File: src/inc/txd_pkg.sv
// Package with encodings, field layouts and constants for the trap/custom/control/xor decoder
// Contract
// - Software exception call decrements the window pointer by one.
// - Call copies status into saved status, then clears the interrupt enable bit.
// - Call fetches table word at base plus number times four; PC gets it doubled.
// - Return link register gets (PC plus two) shifted right by one.
// - Call is taken even while interrupts are disabled.
// - No delay slot: following instruction not executed first; it is the return target.
// - Handler number comes from the low six bits of the instruction.
// - Exception return loads PC with the source register shifted left by one.
// - Exception return copies saved status back, restoring the window pointer.
// - Two-register custom op writes user result to first register; flags unchanged.
// - One-register custom ops use register zero as second operand.
// - A preceding prefix passes its eleven-bit value to the custom hardware.
// - Custom hardware may be single or multi cycle; stall until it reports done.
// - Control write loads status without prefix, else control register indexed by prefix.
// - Control write to status sets flags from source bits 3..0; others leave flags.
// - Unprefixed exclusive-OR combines both registers into the first register.
// - Prefixed exclusive-OR uses prefix and short immediate, zero-extended to 32 bits.
// - Exclusive-OR sets negative from bit 31 and zero flag; overflow and carry kept.
`default_nettype none
package txd_pkg;
	localparam int TXD_DW = 32;
	localparam int TXD_PREFIX_W = 11;
	localparam int TXD_NUM_W = 6;
	localparam int TXD_SIMM_W = 5;
	localparam int TXD_REG_W = 5;
	localparam int TXD_WPTR_W = 5;
	localparam int TXD_PRIO_W = 6;
	// Opcode fields
	localparam logic [5:0] TXD_OP6_XOR = 6'h11;
	localparam logic [5:0] TXD_OP6_CUST2 = 6'h1C;
	localparam logic [9:0] TXD_OP10_TRAP = 10'h1E4;
	localparam logic [10:0] TXD_OP11_ERET = 11'h3EE;
	localparam logic [10:0] TXD_OP11_CUST1 = 11'h3E9;
	localparam logic [10:0] TXD_OP11_CUST2 = 11'h3EA;
	localparam logic [10:0] TXD_OP11_CUST3 = 11'h3EB;
	localparam logic [10:0] TXD_OP11_CUST4 = 11'h3EC;
	localparam logic [10:0] TXD_OP11_CTLWR = 11'h3F8;
	// Status register layout
	localparam int TXD_ST_FLAG_LSB = 0;
	localparam int TXD_ST_N = 3;
	localparam int TXD_ST_V = 2;
	localparam int TXD_ST_Z = 1;
	localparam int TXD_ST_C = 0;
	localparam int TXD_ST_WPTR_LSB = 4;
	localparam int TXD_ST_PRIO_LSB = 9;
	localparam int TXD_ST_INT_EN = 15;
	localparam logic [TXD_DW-1:0] TXD_STATUS_RST = 32'h0000_0000;
	// Control register indices
	localparam logic [TXD_PREFIX_W-1:0] TXD_CTL_STATUS = 11'h000;
	localparam logic [TXD_PREFIX_W-1:0] TXD_CTL_ISTAT = 11'h001;
	localparam logic [TXD_DW-1:0] TXD_VEC_SCALE = 32'h0000_0004;
	localparam logic [TXD_DW-1:0] TXD_PC_STEP = 32'h0000_0002;
	typedef enum logic [2:0] {
		TXD_K_NONE, TXD_K_XOR, TXD_K_USR, TXD_K_TRAP, TXD_K_ERET, TXD_K_CTLWR
	} txd_kind_type;
	typedef struct packed {
		txd_kind_type kind;
		logic [2:0] usr_sel;
		logic [TXD_REG_W-1:0] rd;
		logic [TXD_REG_W-1:0] rs;
		logic [TXD_SIMM_W-1:0] simm;
		logic [TXD_NUM_W-1:0] num;
	} txd_dec_type;
	typedef struct packed {
		logic valid;
		logic [2:0] sel;
		logic [TXD_DW-1:0] opa;
		logic [TXD_DW-1:0] opb;
		logic prefix_valid;
		logic [TXD_PREFIX_W-1:0] prefix;
	} txd_cust_req_type;
endpackage
`default_nettype wire

File: src/hw/txd_exec.sv
// Execute engine for exception call and return, custom ops, control write and exclusive-OR
`default_nettype none
module txd_exec
	import txd_pkg::*;
#(
	parameter logic [TXD_DW-1:0] P_VEC_BASE_RST = 32'h0000_0000
) (
	input wire logic i_mclk,
	input wire logic i_rst_b,
	input wire logic i_insn_valid,
	input wire logic [15:0] i_insn,
	input wire logic [TXD_DW-1:0] i_pc,
	input wire logic i_prefix_valid,
	input wire logic [TXD_PREFIX_W-1:0] i_prefix,
	input wire logic [TXD_DW-1:0] i_vec_base,
	output logic o_insn_ready,
	output logic [TXD_REG_W-1:0] o_rf_raddr_a,
	output logic [TXD_REG_W-1:0] o_rf_raddr_b,
	input wire logic [TXD_DW-1:0] i_rf_rdata_a,
	input wire logic [TXD_DW-1:0] i_rf_rdata_b,
	input wire logic [TXD_DW-1:0] i_rf_rdata_r0,
	output logic o_rf_we,
	output logic [TXD_REG_W-1:0] o_rf_waddr,
	output logic [TXD_DW-1:0] o_rf_wdata,
	output logic o_vec_rd,
	output logic [TXD_DW-1:0] o_vec_addr,
	input wire logic i_vec_ack,
	input wire logic [TXD_DW-1:0] i_vec_rdata,
	output logic o_pc_we,
	output logic [TXD_DW-1:0] o_pc_wdata,
	output txd_cust_req_type o_cust_req,
	input wire logic i_cust_done,
	input wire logic [TXD_DW-1:0] i_cust_result,
	output logic o_ctl_we,
	output logic [TXD_PREFIX_W-1:0] o_ctl_idx,
	output logic [TXD_DW-1:0] o_ctl_wdata,
	output logic [TXD_DW-1:0] o_status,
	output logic [TXD_DW-1:0] o_saved_status
);
	typedef enum logic [1:0] {TXD_S_IDLE, TXD_S_VEC, TXD_S_CUST} txd_state_type;
	localparam logic [4:0] TXD_LINK_REG = 5'h0F;
	txd_dec_type dec;
	txd_state_type state_q;
	logic [TXD_DW-1:0] status_q;
	logic [TXD_DW-1:0] istat_q;
	logic [TXD_REG_W-1:0] rd_q;
	logic [TXD_DW-1:0] vaddr_q;
	logic [TXD_DW-1:0] xor_res;
	logic [TXD_DW-1:0] xor_b;
	logic [TXD_DW-1:0] ctl_val;
	logic [TXD_WPTR_W-1:0] wptr;
	logic go;
	logic is_trap;
	logic is_eret;
	logic is_xor;
	logic is_ctlwr;
	logic is_usr;
	logic ctl_to_status;
	logic ctl_to_istat;
	logic cust_q;
	txd_cust_req_type creq_q;

	txd_decode u_dec (
		.i_insn(i_insn),
		.o_dec(dec)
	);

	assign go = i_insn_valid && (state_q == TXD_S_IDLE);
	assign is_trap = go && (dec.kind == TXD_K_TRAP);
	assign is_eret = go && (dec.kind == TXD_K_ERET);
	assign is_xor = go && (dec.kind == TXD_K_XOR);
	assign is_ctlwr = go && (dec.kind == TXD_K_CTLWR);
	assign is_usr = go && (dec.kind == TXD_K_USR);
	assign o_rf_raddr_a = dec.rd;
	assign o_rf_raddr_b = dec.rs;
	assign wptr = status_q[TXD_ST_WPTR_LSB +: TXD_WPTR_W];
	// Stalls the stream while a vector fetch or custom op is open
	assign o_insn_ready = (state_q == TXD_S_IDLE) && !(i_insn_valid &&
		(dec.kind == TXD_K_TRAP || dec.kind == TXD_K_USR));
	// Prefix replaces second operand, zero extended
	assign xor_b = i_prefix_valid ? {16'h0000, i_prefix, dec.simm} : i_rf_rdata_b;
	assign xor_res = i_rf_rdata_a ^ xor_b;
	assign ctl_to_status = is_ctlwr && (!i_prefix_valid || i_prefix == TXD_CTL_STATUS);
	assign ctl_to_istat = is_ctlwr && i_prefix_valid && (i_prefix == TXD_CTL_ISTAT);
	assign ctl_val = i_rf_rdata_a;

	always_ff @(posedge i_mclk) begin
		if (!i_rst_b) begin
			state_q <= TXD_S_IDLE;
		end else begin
			case (state_q)
				TXD_S_IDLE: begin
					if (is_trap) begin
						state_q <= TXD_S_VEC;
					end else if (is_usr) begin
						state_q <= TXD_S_CUST;
					end
				end
				TXD_S_VEC: if (i_vec_ack) state_q <= TXD_S_IDLE;
				TXD_S_CUST: if (i_cust_done) state_q <= TXD_S_IDLE;
				default: state_q <= TXD_S_IDLE;
			endcase
		end
	end

	// Status and saved status; a call is taken regardless of the enable bit
	always_ff @(posedge i_mclk) begin
		if (!i_rst_b) begin
			status_q <= TXD_STATUS_RST;
			istat_q <= TXD_STATUS_RST;
		end else if (is_trap) begin
			istat_q <= status_q;
			status_q[TXD_ST_INT_EN] <= 1'b0;
			status_q[TXD_ST_WPTR_LSB +: TXD_WPTR_W] <= wptr - 5'h01;
			status_q[TXD_ST_PRIO_LSB +: TXD_PRIO_W] <= dec.num;
		end else if (is_eret) begin
			status_q <= istat_q;
		end else if (ctl_to_status) begin
			status_q <= ctl_val;
		end else if (ctl_to_istat) begin
			istat_q <= ctl_val;
		end else if (is_xor) begin
			status_q[TXD_ST_N] <= xor_res[31];
			status_q[TXD_ST_Z] <= (xor_res == 32'h0000_0000);
		end
	end

	// Register file write port, registered
	always_ff @(posedge i_mclk) begin
		if (!i_rst_b) begin
			o_rf_we <= 1'b0;
			o_rf_waddr <= 5'h00;
			o_rf_wdata <= 32'h0000_0000;
		end else begin
			o_rf_we <= 1'b0;
			if (is_xor) begin
				o_rf_we <= 1'b1;
				o_rf_waddr <= dec.rd;
				o_rf_wdata <= xor_res;
			end else if (is_trap) begin
				o_rf_we <= 1'b1;
				o_rf_waddr <= TXD_LINK_REG;
				o_rf_wdata <= (i_pc + TXD_PC_STEP) >> 1;
			end else if (state_q == TXD_S_CUST && i_cust_done) begin
				o_rf_we <= 1'b1;
				o_rf_waddr <= rd_q;
				o_rf_wdata <= i_cust_result;
			end
		end
	end

	// Vector fetch and custom request
	always_ff @(posedge i_mclk) begin
		if (!i_rst_b) begin
			rd_q <= 5'h00;
			vaddr_q <= P_VEC_BASE_RST;
			creq_q <= '0;
		end else begin
			if (is_trap) begin
				vaddr_q <= i_vec_base + {24'h000000, 2'b00, dec.num} * TXD_VEC_SCALE;
			end
			if (is_usr) begin
				rd_q <= dec.rd;
				creq_q.valid <= 1'b1;
				creq_q.sel <= dec.usr_sel;
				creq_q.opa <= i_rf_rdata_a;
				// One-register forms read register zero
				creq_q.opb <= (dec.usr_sel == 3'h0) ? i_rf_rdata_b : i_rf_rdata_r0;
				creq_q.prefix_valid <= i_prefix_valid;
				creq_q.prefix <= i_prefix_valid ? i_prefix : 11'h000;
			end else if (state_q == TXD_S_CUST && i_cust_done) begin
				creq_q.valid <= 1'b0;
			end
		end
	end

	assign o_cust_req = creq_q;
	assign o_vec_rd = (state_q == TXD_S_VEC);
	assign o_vec_addr = vaddr_q;

	// PC redirect from call fetch or return
	always_ff @(posedge i_mclk) begin
		if (!i_rst_b) begin
			o_pc_we <= 1'b0;
			o_pc_wdata <= 32'h0000_0000;
			o_ctl_we <= 1'b0;
			o_ctl_idx <= 11'h000;
			o_ctl_wdata <= 32'h0000_0000;
		end else begin
			o_pc_we <= 1'b0;
			o_ctl_we <= is_ctlwr;
			if (is_ctlwr) begin
				o_ctl_idx <= i_prefix_valid ? i_prefix : TXD_CTL_STATUS;
				o_ctl_wdata <= ctl_val;
			end
			if (state_q == TXD_S_VEC && i_vec_ack) begin
				o_pc_we <= 1'b1;
				o_pc_wdata <= i_vec_rdata << 1;
			end else if (is_eret) begin
				o_pc_we <= 1'b1;
				o_pc_wdata <= i_rf_rdata_a << 1;
			end
		end
	end

	assign o_status = status_q;
	assign o_saved_status = istat_q;
endmodule
`default_nettype wire

File: src/hw/txd_decode.sv
// Combinational field decoder for the instruction group
`default_nettype none
module txd_decode
	import txd_pkg::*;
(
	input wire logic [15:0] i_insn,
	output txd_dec_type o_dec
);
	always_comb begin
		o_dec.kind = TXD_K_NONE;
		o_dec.usr_sel = 3'h0;
		o_dec.rd = i_insn[4:0];
		o_dec.rs = i_insn[9:5];
		o_dec.simm = i_insn[9:5];
		o_dec.num = i_insn[5:0];
		if (i_insn[15:10] == TXD_OP6_XOR) begin
			o_dec.kind = TXD_K_XOR;
		end else if (i_insn[15:10] == TXD_OP6_CUST2) begin
			o_dec.kind = TXD_K_USR;
		end else if (i_insn[15:6] == TXD_OP10_TRAP) begin
			o_dec.kind = TXD_K_TRAP;
		end else begin
			case (i_insn[15:5])
				TXD_OP11_ERET: o_dec.kind = TXD_K_ERET;
				TXD_OP11_CTLWR: o_dec.kind = TXD_K_CTLWR;
				TXD_OP11_CUST1, TXD_OP11_CUST2, TXD_OP11_CUST3, TXD_OP11_CUST4: begin
					o_dec.kind = TXD_K_USR;
					o_dec.usr_sel = i_insn[7:5];
				end
				default: o_dec.kind = TXD_K_NONE;
			endcase
		end
	end
endmodule
`default_nettype wire

File: config.mk
export PLATFORM = sky130hd
export DESIGN_NAME = txd_exec
export DESIGN_NICKNAME = d
export VERILOG_FILES = /design/src/inc/txd_pkg.sv /design/src/hw/txd_exec.sv /design/src/hw/txd_decode.sv
export SDC_FILE = /design/constraint.sdc
export NUM_CORES = 1
export LEC_CHECK = 0
export ABC_AREA = 1
export ABC_CLOCK_PERIOD_IN_PS = 1990
export BUFFER_PORTS_ARGS = -buffer_cell sky130_fd_sc_hd__buf_2
export CAP_MARGIN = 30
export CORE_AREA = 2 2 219 221
export CTS_BUF_LIST = sky130_fd_sc_hd__clkbuf_8
export DETAILED_ROUTE_END_ITERATION = 10
export DIE_AREA = 0 0 221 223
export PLACE_DENSITY = 0.59
export SLEW_MARGIN = 20
export SYNTH_ARGS = -nofsm -noshare
export SYNTH_HDL_FRONTEND = slang
export SYNTH_SLANG_ARGS = --single-unit
File: constraint.sdc
create_clock -name i_mclk -period 1.99 [get_ports i_mclk]
set_input_delay 0.2985 -clock i_mclk [delete_from_list [all_inputs] [get_ports i_mclk]]
set_output_delay 0.2985 -clock i_mclk [all_outputs]
set_load 0.01 [all_outputs]
* After elaboration in Yosys (flattened, before gate mapping)
Index checks and enable logic that the tools add are counted. W data, S select, Z words.
Storage, ports and cells: logic and storage cells 131, memory bits (writable) 0, register bits 297, memories 0, latch bits 0, bits in read-only memories 0, input port bits 257
Cells by class: multiply operators 0, order comparisons 0, multiplexer cells 46, divide/modulo/power cells 0, bitwise gates (word level) 3, shift-type cells 0, equal/unequal tests 23, reductions and logical operators 34, add/sub/neg operators 3
Operator list (count):
- $mux W32 | 12
- $eq A11 B10 Y1 const B | 6
- $add A32 B2 Y32 const B | 1
- $add A32 B8 Y32 | 1
- $logic_not A32 Y1 | 1
- $xor A32 B32 Y32 | 1
- $mux W28 | 1
- $mux W11 | 2
- $mux W3 | 7
- $mux W1 | 15
- $mux W5 | 3
- $logic_and A1 B1 Y1 | 13
- $eq A6 B5 Y1 const B | 2
- $eq A11 B1 Y1 const B | 1
- $logic_not A11 Y1 | 1
- $eq A10 B9 Y1 const B | 1
- $pmux W3 S3 | 1
- $reduce_and A3 Y1 | 3
- $reduce_bool A3 Y1 | 3
- $mux W2 | 4
- $reduce_bool A2 Y1 | 4
- $eq A3 B2 Y1 const B | 2
- $eq A3 B3 Y1 const B | 2
- $ne A2 B2 Y1 const B | 3
- other kinds (15) | 19

* Logic depth before layout (Yosys ltp)
depth in word-level cells 14, depth in mapped cells 14, depth with buffers taken out 14

* Hierarchy
A second synthesis with hierarchy kept.
Unflattened totals: cells, all modules 2203, area, all modules 14968.1 sq um
By module, submodules not included:
- txd_exec | area an instance 14600.3 sq um, sequential area each 5945.7 sq um, cells each 2134, instances 1
- txd_decode | area an instance 367.9 sq um, sequential area each 0.0 sq um, cells each 69, instances 1

* Least setup slack after synthesis
No wires, ideal clock.
path kind in2reg, start point input port i_insn[0], end point register vaddr_q[26], in the netlist o_vec_addr[26], setup slack -129 ps, stages 12, data arrival time 2002 ps, library setup time 117 ps, required time 1873 ps, path through ha_1 inv_1 fa_1 o21ai_0 a21oi_1 inv_1 nand2_1 nor2_1 nand2_1 xnor2_1 nor2_1 nor2_1
On the way: cells in the longest elaborated chain, start to end 1
RTL lines:
- start: declaration | line txd_exec.sv:11 | input wire logic [15:0] i_insn,
- $add A32 B8 Y32 | line txd_exec.sv:160 | vaddr_q <= i_vec_base + {24'h000000, 2'b00, dec.num} * TXD_VEC_SCALE;
- end signal: assignment | line txd_exec.sv:160
- end: declaration | line txd_exec.sv:47 | logic [TXD_DW-1:0] vaddr_q;
No other way between the ends. A chain may end at the register's enable or synchronous reset.

* Final worst setup path
start point input port i_insn[5], end point output port o_insn_ready
On the way: cells in the longest elaborated chain, start to end 11, elaborated cells between the ends (all ways) 17, classes of those cells 8 x eq/ne; 4 x mux; 5 x reduce/logical
RTL lines:
- $eq A11 B10 Y1 | line txd_decode.sv:23 | case (i_insn[15:5])
- $reduce_or A4 Y1 | line txd_decode.sv:23
- $pmux W3 S3 * | line txd_decode.sv:23
- $mux W3 * | line txd_decode.sv:20 | end else if (i_insn[15:6] == TXD_OP10_TRAP) begin
- $mux W3 * | line txd_decode.sv:18 | end else if (i_insn[15:10] == TXD_OP6_CUST2) begin
- $mux W3 * | line txd_decode.sv:16 | if (i_insn[15:10] == TXD_OP6_XOR) begin
- $eq A3 B2 Y1 | line txd_exec.sv:79 | (dec.kind == TXD_K_TRAP || dec.kind == TXD_K_USR));
- $logic_or A1 B1 Y1 * | line txd_exec.sv:79
- $logic_and A1 B1 Y1 * | line txd_exec.sv:78 | assign o_insn_ready = (state_q == TXD_S_IDLE) && !(i_insn_valid &&
- $logic_not A1 Y1 * | line txd_exec.sv:78
- $logic_and A1 B1 Y1 * | line txd_exec.sv:78
- end: declaration | line txd_exec.sv:16 | output logic o_insn_ready,
Mark *: on every way between the ends. The rest lies on a longest branch, timed or not.

==> qor.yml <==
floorplanning:
  die_area_sq_um: 49300
  coreArea_sq_um: 47100
  io_pins: 560
  die_x_um: 221
  start_util_pct: 31.7
  rows: 80
  die_h_um: 223
placed_design:
  place_inst: 3387
  gp_congestion: 0.924
  post-place-ws_ns: -0.214
  hpwl_um: 57900
  portBuffers: 556
  place_area_sq_um: 19700
clock_tree:
  cts_tree: "built"
  clk_path_buf_depth: 3
  cts_htree_levels: 2
  clkSlewWorstSetupHoldPaths_ns: 0.05
  clockRootBuffer: "clkbuf_8"
  cts_inserted_buffers: 56
  insertion_delay_ns: 0.65
  cts_sinks: 297
global_routing:
  track_usage_pct: 29.3
  antenna_found_initial: 6
  grt_pass1_wl_um: 111000
  grt_pass1_vias: 18290
  gr-total-overflow: 0
  grt_start_max_net_pins: 93
final_layout:
  drive_above_1_share_pct: 31.1
  regArea_sq_um: 5950
  syn2layout_area_growth_pct: 52.9
  post-route-util_pct: 48.5
  nets: 3274
  fillers: 4680
  postLayoutCellArea_sq_um: 22900
  final_cells: 3676
  multiInputGateArea_sq_um: 7820
sta:
  worstMarginPinSlew_ns: 0.558
  rsz0062_at_grt: "no"
  fin_crit_sh_pct: 95.9
  whs_ns: 0.0344
  hold_viol_final: 0
  slew_headroom_pct: 62.5
  skew_ns: 0.0239
  min_period_ns: 1.91
  setup_tns_ns: 0
  finalWorstSetupSlack_ns: 0.0825
  setup_viol: 0
  timing.fmax_ghz: 0.524
  slew_violations: 0
synthesis:
  synth_edf_count: 0
  yosysMostFrequentCell: "nand2_1"
  synth.area.top_cells: "dfxtp_1 (40%), nand2_1 (15%), o21ai_0 (7.7%), a21oi_1 (6.2%), nand3_1 (4.1%)"
  synthFlopType: "dfxtp_1"
  ys_seq_elements: 297
  synthTopCellsByCount: "nand2_1 (601), dfxtp_1 (297), o21ai_0 (230)"
  ys_seq_area_share_pct: 39.7
  yosys.cell_types.count: 49
  synth_top_cell_by_area: "dfxtp_1"
  netlist.area_leader.share_pct: 39.7
  yosys_warnings: 0
  synth_area_sq_um: 15000
  syn-num-nets: 2428
  synth.avg_cell_area_sq_um: 6.92
  synth_cells: 2162
  async_reset_ff_share_pct: 0
worst_setup_path:
  startpoint_type: "primary input"
  worstPathMaxFanout: 5
  endpoint_kind: "primary output"
  cp_common_cell: "buf_2"
  crit_type: "primary input to primary output"
  worst_path_max_delay_cell: "a21oi_1"
  cp_data_required_time_ns: 1.69
  crit_chain: "buf_2 > nor2_2 > inv_2 > nand2_1 > o21ai_1 > nand2_2 > nand3_4 > buf_4 > a21oi_1 > buf_2"
  cp.arrival_ns: 1.61
  cpPeakStageDelay_ns: 0.20
job:
  maxCapViolCount: 0
route:
  ant_nets: 0
  dr_total_vias: 18718
  routed_wl_um: 75200
  drc: 0
  drtIter0Drc: 1370
  firstDrtPassIters: 5
  viasPerCell: 5.09
  wl_per_cell_um: 20.5
power_and_ir_drop:
  ir_drop_mv: 0.544
  total_power_mw: 14.8
  p_per_area_nw_per_um2: 648
  power.leakage_nw: 11.2
worst_hold_path:
  hold_class: "primary input to flop"
status:
  status: "finished, final reports clean"
## critical path, delay by kind of cell
family,cells,cell delay (ns)
AOI/OAI and AO/OA,2,0.26
buffers and inverters,4,0.59
and+or+nand+nor,4,0.45
## flip-flops by register name (all words and copies together) (netlist names), 11 cells and up
name            cells
o_cust_req         80
o_ctl_wdata        32
o_rf_wdata         32
o_saved_status     32
o_status           32
o_vec_addr         32
o_pc_wdata         31
o_ctl_idx          11
## cells by family (layout without fill, tap and decap cells)
kind of cell	Yosys count	in the layout	synth area share, %
and+or+nand+nor	953	953	27.0
xor gates and xnor gates	42	42	2.46
buffers and inverters	281	1175	8.32
adders and majority gates	9	9	0.803
DFF	297	297	39.7
muxes	1	1	0.0669
AOI/OAI and AO/OA	578	578	21.6
other	1	6	0.0251
## layout by cell type (no fill, tap or decap), types with 10 or more instances in the layout
| master | n |
|---|---|
| inv_2 | 19 |
| xor2_1 | 23 |
| or2_2 | 12 |
| clkbuf_8 | 70 |
| buf_12 | 37 |
| nand2_1 | 600 |
| o21ai_0 | 229 |
| nand3_1 | 122 |
| nand4_1 | 19 |
| a311oi_1 | 10 |
| a21oi_2 | 21 |
| o21ai_1 | 44 |
| o211ai_1 | 10 |
| nor2_1 | 136 |
| buf_2 | 554 |
| inv_1 | 128 |
| dlygate4sd3_1 | 175 |
| nor3_1 | 23 |
| buf_4 | 157 |
| dfxtp_1 | 296 |
| xnor2_1 | 19 |
| o2111ai_1 | 11 |
| a21oi_1 | 184 |
| clkinv_2 | 16 |
| a31oi_1 | 43 |
## final timing paths
path | start | slack, ns | cells past startpoint | end
max | i_insn[5] | 0.08 | 10 | o_insn_ready
min | i_cust_result[0] | 0.03 | 3 | o_rf_wdata[0]$_SDFFE_PN0P_
max reg2reg | state_q[1]$_SDFFE_PN0P_ | 0.09 | 12 | o_rf_wdata[13]$_SDFFE_PN0P_
min reg2reg | o_rf_wdata[20]$_SDFFE_PN0P_ | 0.45 | 2 | o_rf_wdata[20]$_SDFFE_PN0P_
## cell type report
cell class | count | share of cell area (%)
Multi-Input combinational cell | 1584 | 34.2
Timing Repair Buffer | 926 | 28.3
Sequential cell | 297 | 26.0
Clock buffer | 70 | 4.21
Tap cell | 615 | 3.36
Inverter | 143 | 2.35
Clock inverter | 36 | 1.51
Antenna cell | 5 | 0.0547
## power breakdown
group,internal [mW],switching [mW]
logic,0.846,1.06
clock network,3.99,2.95
registers,5.97,0.0122
## metal layers
metal,vias to the layer above,GRT usage [%],wire length (um)
li1,8916,-,-
met1,8740,37.1,31600
met2,897,48.4,34500
met3,165,7.32,6360
met4,0,10.5,2760
met5,-,0,0
## what timing repair did
| action | 4_1_cts | 5_1_grt |
|---|---|---|
| pin swaps | 0 | 1 |
| resized for setup | 2 | 8 |
| setup buffers | 0 | 3 |
| cloned | 0 | 0 |
| hold endpoints to repair | 132 | 0 |
| hold buffers | 175 | 0 |
| setup endpoints to repair | 2 | 9 |
Note: power is estimated with default switching activity, not from simulation.
